==> src/rtl/gac_regs.svh <==
// field positions, reset values, thresholds and timing counts
`ifndef GAC_REGS_SVH
`define GAC_REGS_SVH
`define GAC_CFG_RESET        8'h19
`define GAC_BIT_RESERVE      7
`define GAC_BIT_RSVD         6
`define GAC_BIT_LOW_SEL      5
`define GAC_BIT_SLEEP        4
`define GAC_BIT_LOAD_RM      3
`define GAC_BIT_PIN_DET      2
`define GAC_BIT_POL          1
`define GAC_BIT_HOST_TEMP    0
`define GAC_INITIAL_LOW_FLAG_SET_MAH     16'd150
`define GAC_INITIAL_LOW_FLAG_CLR_MAH     16'd175
`define GAC_FINAL_LOW_FLAG_SET_MAH     16'd75
`define GAC_FINAL_LOW_FLAG_CLR_MAH     16'd100
`define GAC_STEP_RESET       8'h01
`define GAC_CLK_MHZ          200
`define GAC_PULSE_US         1000
`define GAC_PULSE_CYC        (`GAC_PULSE_US * `GAC_CLK_MHZ)
`define GAC_RA_ENTRIES       15
`define GAC_RA_TABLES        2
`define GAC_RA_DEFAULT       16'h0066
`define GAC_RA_FLAG_UPDATED  8'h00
`define GAC_RA_FLAG_DEFAULT  8'hff
`define GAC_RA_FLAG_INUSE    8'h55
`define GAC_CHG_DIV_X10      16'd133
`define GAC_DSG_DIV_X10      16'd167
`define GAC_QUIT_DIV_X10     16'd250
`endif

==> src/rtl/gac_pkg.sv <==
// types shared by the alert and configuration logic
package gac_pkg;
  typedef enum logic [1:0] {
    GAC_RELAX = 2'b00,
    GAC_CHG   = 2'b01,
    GAC_DSG   = 2'b10
  } gac_mode_t;
endpackage

==> src/rtl/gac_pulse.sv <==
// one-shot stretcher for alert pulses
`timescale 1ns/1ps
`default_nettype none
`include "gac_regs.svh"
module gac_pulse #(
  parameter int unsigned PULSE_CYC = `GAC_PULSE_CYC
) (
  input  wire logic core_clk,
  input  wire logic reset,
  input  wire logic trigger,
  output logic      active
);
  logic [31:0] cnt_q;

  // an event during a running pulse restarts it, so none is lost
  always_ff @(posedge core_clk) begin
    if (reset) begin
      cnt_q <= 32'h0;
    end else if (trigger) begin
      cnt_q <= 32'(PULSE_CYC);
    end else if (cnt_q != 32'h0) begin
      cnt_q <= cnt_q - 32'h1;
    end
  end

  always_ff @(posedge core_clk) begin
    if (reset) begin
      active <= 1'b0;
    end else begin
      active <= trigger || (cnt_q > 32'h1);
    end
  end
endmodule
`default_nettype wire

==> src/rtl/gac_top.sv <==
// configuration register, low flags, mode and alert pin of the gauge
`timescale 1ns/1ps
`default_nettype none
`include "gac_regs.svh"
// Behaviour
// - bit 7 enables no-load compensation of reserve capacity, default 0.
// - bit 6 reserved, no function, reads zero by default.
// - bit 5 selects battery-low indicator, else state-of-charge pulses.
// - bit 4 permits sleep entry when conditions allow, default set.
// - bit 3 loads remaining with full-charge on valid termination.
// - bit 2 selects insertion by pin, else by host subcommand.
// - bit 1 sets alert polarity, high when set, default low.
// - bit 0 accepts host temperature, else internal sensor, default set.
// - battery-low mode drives alert to follow the initial low flag.
// - initial flag sets below 150 mAh, clears above 175 mAh.
// - final flag sets below 75 mAh, clears above 100 mAh.
// - each alert event starts a 1 ms pulse, or restarts one already running.
// - charging pulses when charge reaches or passes an interval point.
// - discharging pulses when charge drops below an interval point.
// - nonzero step pulses on every charge/discharge/relax change.
// - pin detection pulses on battery removal at insertion pin.
// - table status bytes: 00 updated, ff default, 55 in use.
// - two resistance tables of fifteen unitless values.
// - factory restore returns resistance tables to defaults.
// - mode thresholds are design capacity over 13.3, 16.7, 25.0.
// - chemical capacity starts from design capacity.
module gac_top (
  input  wire logic              core_clk,
  input  wire logic              reset,
  input  wire logic              cfg_wr,
  input  wire logic [7:0]        cfg_wdata,
  output logic      [7:0]        operation_configuration,
  input  wire logic [7:0]        interval_step,
  input  wire logic [15:0]       design_capacity,
  input  wire logic [15:0]       remaining_capacity,
  input  wire logic [15:0]       full_charge_capacity,
  input  wire logic [6:0]        state_of_charge,
  input  wire logic signed [15:0] avg_current,
  input  wire logic              charge_term,
  input  wire logic              sleep_conditions_ok,
  input  wire logic              insertion_pin,
  input  wire logic              insert_subcommand,
  input  wire logic              remove_subcommand,
  input  wire logic              factory_restore,
  input  wire logic              ra_wr,
  input  wire logic              ra_table,
  input  wire logic [3:0]        ra_index,
  input  wire logic [15:0]       ra_wdata,
  input  wire logic              ra_table_sel,
  input  wire logic [3:0]        ra_rindex,
  output logic      [15:0]       ra_rdata,
  output logic      [7:0]        ra_flag0,
  output logic      [7:0]        ra_flag1,
  output logic                   initial_low_flag,
  output logic                   final_low_flag,
  output gac_pkg::gac_mode_t     battery_mode,
  output logic                   battery_present,
  output logic                   sleep_allowed,
  output logic                   reserve_comp_enable,
  output logic                   load_remaining,
  output logic      [15:0]       load_remaining_value,
  output logic                   host_temp_write_enable,
  output logic      [15:0]       chem_capacity,
  output logic      [15:0]       chg_threshold,
  output logic      [15:0]       dsg_threshold,
  output logic      [15:0]       quit_threshold,
  output logic                   alert_output_pin
);
  import gac_pkg::*;

  logic        low_indicator_select;
  logic        insert_pin_detect_enable;
  logic        alert_polarity;
  logic        pulse_trig;
  logic        pulse_active;
  logic        chem_init_q;
  logic        pin_q;
  logic [6:0]  soc_q;
  logic        step_nz;
  logic [15:0] ra_q [`GAC_RA_TABLES][`GAC_RA_ENTRIES];
  gac_mode_t   mode_d;
  logic        cross_up;
  logic        cross_dn;
  logic        removal;
  logic        alert_level;
  logic        mode_change;
  logic        pin_fall;
  logic        pin_rise;
  logic signed [15:0] chg_lim;
  logic signed [15:0] dsg_lim;
  logic signed [15:0] quit_lim;

  assign low_indicator_select     = operation_configuration[`GAC_BIT_LOW_SEL];
  assign insert_pin_detect_enable = operation_configuration[`GAC_BIT_PIN_DET];
  assign alert_polarity           = operation_configuration[`GAC_BIT_POL];
  assign step_nz                  = interval_step != 8'h00;
  assign mode_change              = mode_d != battery_mode;

  // reserved bit
  // bit 6 held at zero; it has no function in the block
  always_ff @(posedge core_clk) begin
    if (reset) begin
      operation_configuration <= `GAC_CFG_RESET;
    end else if (cfg_wr) begin
      operation_configuration <= cfg_wdata & ~(8'h01 << `GAC_BIT_RSVD);
    end
  end

  assign reserve_comp_enable = operation_configuration[`GAC_BIT_RESERVE];
  assign host_temp_write_enable = operation_configuration[`GAC_BIT_HOST_TEMP];

  always_ff @(posedge core_clk) begin
    if (reset) begin
      sleep_allowed <= 1'b0;
    end else begin
      sleep_allowed <= operation_configuration[`GAC_BIT_SLEEP]
                       && sleep_conditions_ok;
    end
  end

  always_ff @(posedge core_clk) begin
    if (reset) begin
      load_remaining       <= 1'b0;
      load_remaining_value <= 16'h0;
    end else begin
      load_remaining <= charge_term
                        && operation_configuration[`GAC_BIT_LOAD_RM];
      load_remaining_value <= full_charge_capacity;
    end
  end

  always_ff @(posedge core_clk) begin
    if (reset) begin
      initial_low_flag <= 1'b0;
    end else if (remaining_capacity < `GAC_INITIAL_LOW_FLAG_SET_MAH) begin
      initial_low_flag <= 1'b1;
    end else if (remaining_capacity > `GAC_INITIAL_LOW_FLAG_CLR_MAH) begin
      initial_low_flag <= 1'b0;
    end
  end

  always_ff @(posedge core_clk) begin
    if (reset) begin
      final_low_flag <= 1'b0;
    end else if (remaining_capacity < `GAC_FINAL_LOW_FLAG_SET_MAH) begin
      final_low_flag <= 1'b1;
    end else if (final_low_flag
                 && remaining_capacity > `GAC_FINAL_LOW_FLAG_CLR_MAH) begin
      final_low_flag <= 1'b0;
    end
  end

  // mode thresholds
  // divide by tenths: capacity*10/133 etc; div is slow but static config
  always_ff @(posedge core_clk) begin
    if (reset) begin
      chg_threshold  <= 16'h0;
      dsg_threshold  <= 16'h0;
      quit_threshold <= 16'h0;
    end else begin
      chg_threshold  <= 16'((32'(design_capacity) * 32'd10)
                        / 32'(`GAC_CHG_DIV_X10));
      dsg_threshold  <= 16'((32'(design_capacity) * 32'd10)
                        / 32'(`GAC_DSG_DIV_X10));
      quit_threshold <= 16'((32'(design_capacity) * 32'd10)
                        / 32'(`GAC_QUIT_DIV_X10));
    end
  end

  // thresholds stay below 32768 mA, so a clear sign bit is safe
  assign chg_lim  = $signed({1'b0, chg_threshold[14:0]});
  assign dsg_lim  = $signed({1'b0, dsg_threshold[14:0]});
  assign quit_lim = $signed({1'b0, quit_threshold[14:0]});

  // mode classification
  // between quit and the entry thresholds the previous mode is kept
  always_comb begin
    mode_d = battery_mode;
    if (avg_current > chg_lim) begin
      mode_d = GAC_CHG;
    end else if (avg_current < -dsg_lim) begin
      mode_d = GAC_DSG;
    end else if (avg_current < quit_lim && avg_current > -quit_lim) begin
      mode_d = GAC_RELAX;
    end
  end

  always_ff @(posedge core_clk) begin
    if (reset) begin
      battery_mode <= GAC_RELAX;
    end else begin
      battery_mode <= mode_d;
    end
  end

  always_ff @(posedge core_clk) begin
    if (reset) begin
      chem_init_q   <= 1'b0;
      chem_capacity <= 16'h0;
    end else if (!chem_init_q) begin
      chem_init_q   <= 1'b1;
      chem_capacity <= design_capacity;
    end
  end

  // pin edges; pin_q rests high so reset gives no false edge
  assign pin_fall = pin_q && !insertion_pin;
  assign pin_rise = !pin_q && insertion_pin;

  always_ff @(posedge core_clk) begin
    if (reset) begin
      pin_q           <= 1'b1;
      battery_present <= 1'b0;
    end else begin
      pin_q <= insertion_pin;
      if (insert_pin_detect_enable) begin
        if (pin_fall) begin
          battery_present <= 1'b1;
        end else if (pin_rise) begin
          battery_present <= 1'b0;
        end
      end else if (insert_subcommand) begin
        battery_present <= 1'b1;
      end else if (remove_subcommand) begin
        battery_present <= 1'b0;
      end
    end
  end

  assign removal = insert_pin_detect_enable && pin_rise;

  always_ff @(posedge core_clk) begin
    if (reset) begin
      soc_q <= 7'h0;
    end else begin
      soc_q <= state_of_charge;
    end
  end

  // upward and downward crossing
  // points are 100 - n*step and 0; distance from 100 indexes them
  always_comb begin
    logic [7:0] dn_old;
    logic [7:0] dn_new;
    dn_old   = 8'd100 - {1'b0, soc_q};
    dn_new   = 8'd100 - {1'b0, state_of_charge};
    cross_up = 1'b0;
    cross_dn = 1'b0;
    // minus one: leaving a point upwards must not count it again,
    // only arriving on it or passing it from below does
    if (step_nz && state_of_charge > soc_q) begin
      cross_up = ((dn_new - 8'h1) / interval_step)
                 != ((dn_old - 8'h1) / interval_step)
                 || state_of_charge == 7'd100;
    end
    if (step_nz && state_of_charge < soc_q) begin
      cross_dn = ((dn_new - 8'h1) / interval_step)
                 != ((dn_old - 8'h1) / interval_step)
                 || (state_of_charge == 7'd0);
    end
  end

  assign pulse_trig = (battery_mode == GAC_CHG && cross_up)
                   || (battery_mode == GAC_DSG && cross_dn)
                   || (step_nz && mode_change)
                   || removal;

  gac_pulse u_pulse (
    .core_clk (core_clk),
    .reset    (reset),
    .trigger  (pulse_trig),
    .active   (pulse_active)
  );

  assign alert_level = low_indicator_select ? initial_low_flag
                                            : pulse_active;

  // inactive rest level
  // reset level assumes the default low-active polarity
  always_ff @(posedge core_clk) begin
    if (reset) begin
      alert_output_pin <= 1'b1;
    end else begin
      alert_output_pin <= alert_polarity ? alert_level : !alert_level;
    end
  end

  for (genvar t = 0; t < `GAC_RA_TABLES; t++) begin : g_tab
    for (genvar e = 0; e < `GAC_RA_ENTRIES; e++) begin : g_ent
      always_ff @(posedge core_clk) begin
        if (reset || factory_restore) begin
          ra_q[t][e] <= `GAC_RA_DEFAULT;
        end else if (ra_wr && ra_table == 1'(t) && ra_index == 4'(e)) begin
          ra_q[t][e] <= ra_wdata;
        end
      end
    end
  end

  always_ff @(posedge core_clk) begin
    if (reset) begin
      ra_rdata <= 16'h0;
    end else if (ra_rindex < 4'(`GAC_RA_ENTRIES)) begin
      ra_rdata <= ra_q[ra_table_sel][ra_rindex];
    end else begin
      ra_rdata <= 16'h0;
    end
  end

  // table status
  // table 0 in use from restore; a write to table 1 reports updated, table 0 stays in use
  always_ff @(posedge core_clk) begin
    if (reset || factory_restore) begin
      ra_flag0 <= `GAC_RA_FLAG_INUSE;
      ra_flag1 <= `GAC_RA_FLAG_DEFAULT;
    end else if (ra_wr && ra_table) begin
      ra_flag1 <= `GAC_RA_FLAG_UPDATED;
    end else if (ra_wr && !ra_table) begin
      ra_flag0 <= `GAC_RA_FLAG_INUSE;
    end
  end
endmodule
`default_nettype wire

==> config.mk <==
export PLATFORM = sky130hd
export DESIGN_NAME = gac_top
export DESIGN_NICKNAME = d
export VERILOG_FILES = /design/src/rtl/gac_pkg.sv /design/src/rtl/gac_pulse.sv /design/src/rtl/gac_top.sv
export VERILOG_INCLUDE_DIRS = /design/src /design/src/rtl
export SDC_FILE = /design/constraint.sdc
export NUM_CORES = 2
export LEC_CHECK = 0
export BUFFER_PORTS_ARGS = -buffer_cell sky130_fd_sc_hd__clkbuf_2
export CAP_MARGIN = 20
export CORE_AREA = 3 3 377 379
export DETAILED_ROUTE_END_ITERATION = 8
export DIE_AREA = 0 0 380 382
export GPL_TIMING_DRIVEN = 0
export HOLD_SLACK_MARGIN = 0.08
export PLACE_DENSITY = 0.54
export SYNTH_ARGS = -nofsm -noshare
export SYNTH_HDL_FRONTEND = slang
export SYNTH_SLANG_ARGS = --single-unit
==> constraint.sdc <==
create_clock -name core_clk -period 15.9 [get_ports core_clk]
set_input_delay 0.795 -clock core_clk [delete_from_list [all_inputs] [get_ports core_clk]]
set_output_delay 0.795 -clock core_clk [all_outputs]
set_load 0.05 [all_outputs]
Word level (Yosys, flattened, before mapping) --
Memories as Yosys holds them, arrays and structs flattened. Index checks and enable logic that the tools add are counted.
Storage, ports and cells: ROM bits 0, memories 1, input bits 123, flip-flop bits (word level) 161, bits in writable memories 480, bits in latches 0, word-level logic and storage cells 310, output and inout bits 130
Memories:
- ra_q | depth 2, width 240, rd ports 1, clocked after memory_dff 0, wr ports 2, RTL line gac_top.sv:80 | logic [15:0] ra_q [`GAC_RA_TABLES][`GAC_RA_ENTRIES];
Operators by class: bitwise operators 33, multipliers 1, muxes and demuxes 144, order comparisons 13, div/mod/pow operators 5, equality and inequality tests 20, shift operators 0, reductions and logical operators 65, $add $sub $neg 7
Operators with widths (count):
- $mux 16 | 32
- $mux 1 | 106
- $div 20x8->32 const B | 3
- $bmux 16 s4 | 1
- $logic_and 1x1->1 | 44
- $mux 18 | 2
- $gt 16x16->1 | 2
- $gt 32x1->1 const B | 1
- $lt 16x16->1 | 2
- $neg 15->16 | 2
- $reduce_bool 32->1 | 1
- $sub 32x1->32 const B | 1
- $or 1x1->1 | 30
- $eq 4x4->1 const B | 7
- $mul 16x3->19 const B | 1
- $div 8x8->8 | 2
- $eq 4x3->1 const B | 4
- $gt 16x7->1 const B | 1
- $gt 16x8->1 const B | 1
- $lt 16x7->1 const B | 1
- $lt 16x8->1 const B | 1
- $sub 7x7->8 const A | 2
- $sub 8x1->8 const B | 2
- $eq 4x2->1 const B | 2
- other kinds (23) | 37

Logic depth before layout (Yosys ltp) --
depth after elaboration 11, gate-level depth with buffers 71, gate-level depth less buffers 67

Hierarchy --
A second synthesis with hierarchy kept.
Unflattened totals: cell total of the unflattened synthesis 4279, area, all modules 43015.0 um2
By module, submodules not included:
- gac_top | instances 1, seq. area each 16656.0 um2, area an instance 41252.1 um2, cells an instance 4075
- gac_pulse | instances 1, seq. area each 660.6 um2, area an instance 1762.9 um2, cells an instance 204

Least setup slack after synthesis --
No wires, ideal clock.
kind input -> register, start point in interval_step[7], end point reg u_pulse.cnt_q[12], path slack 2.649 ns, library setup time 0.065 ns, data arrival time 13.186 ns, buffers on the path 5, required time 15.835 ns, stages on the path 69, cells stage by stage clkbuf_1 > nor4_1 > and2_1 > nand2_1 > nor2_1 > a21oi_1 > a21oi_1 > ha_1 > o21a_1 > nor2_1 > o21ai_0 > o31ai_1 > ha_1 > o21a_1 > o21a_1 > o21ai_1 > mux2_2 > ha_1 > [... 33 more ...] > clkbuf_1 > mux2_2 > ha_1 > nor2b_1 > o21ai_0 > nand2b_1 > a21oi_1 > nor2b_1 > o21ai_0 > nand2b_1 > a21oi_1 > xor2_1 > o21ai_0 > o211ai_1 > a32oi_1 > nand2_1 > clkbuf_1 > nor2_1
On the way: cells in the longest elaborated chain, start to end 9, elaborated cells between the ends (all ways) 17, those cells by class div (2); eq/ne (1); mux (2); reduce/logical (12)
RTL lines:
- start: declaration | RTL line gac_top.sv:33 | input wire logic [7:0] interval_step,
- $div 8x8->8, on equally long branches
- $ne 8x8->1 | RTL line gac_top.sv:253, gac_top.sv:258
- $logic_or 1x1->1, on equally long branches | RTL line gac_top.sv:254, gac_top.sv:259
- $mux 1, on equally long branches | RTL line gac_top.sv:251, gac_top.sv:256
- $logic_and 1x1->1, on equally long branches | RTL line gac_top.sv:263, gac_top.sv:264
- $logic_or 1x1->1 | RTL line gac_top.sv:264 | || (battery_mode == GAC_DSG && cross_dn)
- $logic_or 1x1->1 * | RTL line gac_top.sv:265 | || (step_nz && mode_change)
- $logic_or 1x1->1 * | RTL line gac_top.sv:266 | || removal;
- $reduce_or 2->1 (no line) *
- end signal: assignment | RTL line gac_pulse.sv:20 | cnt_q <= 32'(PULSE_CYC);
- end signal: assignment | RTL line gac_pulse.sv:22 | cnt_q <= cnt_q - 32'h1;
- end: declaration | RTL line gac_pulse.sv:13 | logic [31:0] cnt_q;
Mark *: on every way between the ends. The rest lies on a longest branch, timed or not. A chain may end at the register's enable or synchronous reset.

Worst setup path after layout --
start point in interval_step[7], end point reg u_pulse.cnt_q[27]
The elaborated chain is that of the path after synthesis.

==> run metrics <==
outcome=complete, no violations; fin. max-slew vios=0; die area=0.1452 mm2; RR Endpoint=u_pulse.cnt_q[27]; Cells after Synth=4302; nets=4947; Worst Path Required=16470 ps; WHS Path Cells=2; DR pass1 iterations=5; Critical Path AT=14910 ps; share of the synthesized area in the top cell type=0.3347; max incr delay on CP=430 ps; DRT Wirelength=141.0 mm; worst r2r src=soc_q[2]; PnR worst setup slack=1564 ps; initial antenna violation count=5; Hold Slack=330.2 ps; DP HPWL=108.0 mm; core area=0.1392 mm2; htree depth=3; min cycle time layout=14340 ps; CTS root buffer=clkbuf_16; area leader, netlist=edfxtp_1; Yosys warnings=0; # clock sinks=625; critical path type=input port to register; Synth Flop Type=edfxtp_1; Die Y-Extent=382 um; IO buf count=210; most common cell in the netlist=edfxtp_1; worst slack, placed=-229.9 ps; synthesized area per cell=10.01 um2; GP Congestion=0.8841; Antenna Nets Post-Route=0; CTS max path bufs=3; synthesized flop and latch total=625; boundary pin count=253; grt ovf=0; GRT Max-Usage Layer=met2; max_cap viols=0; most used cell, CP=o21a_1; Rows=137; WP buf/inv=5; CP Max Fanout=10; All-Layer GR Usage=0.1880; top cells by count, synth=edfxtp_1, and2_1, nor2_1, nand2_1, clkbuf_1; Startpoint Class=input port; routed len/inst=21.42 um; worst setup path start=interval_step[7]; Worst setup EP type=register; effective utilization at floorplan=0.3094; RSZ-0062 raised after global routing=false; setup TNS=0 ps; Vias/cell=5.428; Final Skew=37.65 ps; Hold Path Class=input port to register; relative slew slack=0.2380; hold_buf cts=0; DR vias=35.73k; CTS Buf Count=74; sequential-to-total area share from yosys stat=0.4021; CTS tree=built; Clock Latency Late Sink=670 ps; Tightest Pin Transition=1143 ps; met3 GRT Util=0.02382; Period Utilization, post-route=0.9016; first-pass GRT wire length=213.5 mm; vias in the first global route=34.66k; met2 usage in global routing=0.3009; dominant delay contributor by cell family on the critical path=compound AO/OA/AOI/OAI gates; # DRC=0; Async S/R FF share, synth=0; Synth area leaders=edfxtp_1, dfxtp_1, mux4_2; Die Wd=380 um; met1 usage=0.2672; area grow syn2layout=15.98%; fmax=69.76 MHz; Mapped Area=0.04306 mm2; CP max stage cell=nor4_4; EDFF count, synth=480; Hold Vio Cnt, Final=0; n_diodes=0; share of cells above drive strength 1=0.1568; setup violators final=0; internal reg-to-reg setup slack=2060 ps; CTS clock-pin slew for the worst setup and hold paths=60 ps; largest net degree at the start of global routing=17; DR iter-0 viols=3151; post-synthesis cell type count=136; R2R cell count=67; worst hold path endpoint=final_low_flag; beginning of the worst hold path=remaining_capacity[7]
per-layer routing:
metal / vias up / share of wire
li1: 16810 / -
met1: 17570 / 0.46
met2: 1145 / 0.46
met3: 202 / 0.061
met4: 2 / 0.023
met5: - / 0.000092
repair_timing:
item                                    in CTS  in global routing
setup buffers                                0                  0
resized for setup                            0                 17
endpoints found under the setup margin       0                 33
logic make-up after synthesis:
kind of cell	Yosys count	synth area share
DFF	625	0.4021
other	2	0.0001744
xor gates and xnor gates	188	0.03972
buffers and inverters	407	0.03940
muxes	265	0.09954
AOI/OAI and AO/OA	982	0.1621
adders and majority gates	183	0.05291
and+or+nand+nor	1650	0.2040
cells in the final DEF (no fill, tap or decap), types with 44 or more instances in the layout:
master | Yosys | routed
nand3_1 | 102 | 102
dfxtp_1 | 145 | 145
ha_1 | 174 | 174
xnor2_1 | 139 | 139
clkbuf_2 | 0 | 214
edfxtp_1 | 480 | 480
nor2_1 | 350 | 349
clkbuf_1 | 210 | 221
o21ai_0 | 196 | 164
nor2b_1 | 52 | 52
o31ai_1 | 47 | 47
inv_1 | 103 | 103
o211ai_1 | 44 | 44
mux2i_1 | 114 | 114
nand2_1 | 246 | 246
a31oi_1 | 51 | 51
or3_1 | 144 | 144
o21a_1 | 60 | 60
mux4_2 | 128 | 128
nor3_1 | 124 | 124
a21oi_1 | 184 | 184
clkbuf_16 | 0 | 75
and2_1 | 395 | 395
flip-flops by register name, summed over array words and instances (netlist names), 2 cells and up:
| register | flops |
|---|---|
| ra_rdata | 16 |
| quit_threshold | 13 |
| chg_threshold | 13 |
| operation_configuration | 7 |
| load_remaining_value | 16 |
| battery_mode | 2 |
| u_pulse.cnt_q | 32 |
| ra_q | 480 |
| soc_q | 7 |
| chem_capacity | 16 |
| dsg_threshold | 13 |
final cells by class:
type	count	area (um2)
Fill cell	14050	89240
Buffer	301	1304
Inverter	106	397.9
Tap cell	1876	2347
Sequential cell	625	17320
Clock inverter	35	375.4
Timing Repair Buffer	254	1882
Clock buffer	98	2043
Multi-Input combinational cell	3287	24280
worst max-delay path by stage:
stage / endpoint / slack [ps] / cells past startpoint
floorplan: u_pulse.cnt_q[12] / 2650 / 69
global placement: u_pulse.cnt_q[19] / -140 / 68
finish: u_pulse.cnt_q[27] / 1560 / 70
detailed placement: u_pulse.cnt_q[7] / -230 / 67
global route: u_pulse.cnt_q[9] / 120 / 70
CTS: u_pulse.cnt_q[7] / 420 / 67
per-stage QoR:
step	area, um2	cells	utilization
4_1_cts	49790	6574	0.3577
2_1_floorplan	43130	4319	-
3_3_place_gp	46520	6405	0.3343
3_5_place_dp	47370	6441	0.3403
6_report	49950	6582	0.3588
5_1_grt	49950	6582	0.3588
Power is left out: the tool's default activity adds up to more than one toggle a clock period on the data nets, which glitch-free logic cannot reach.
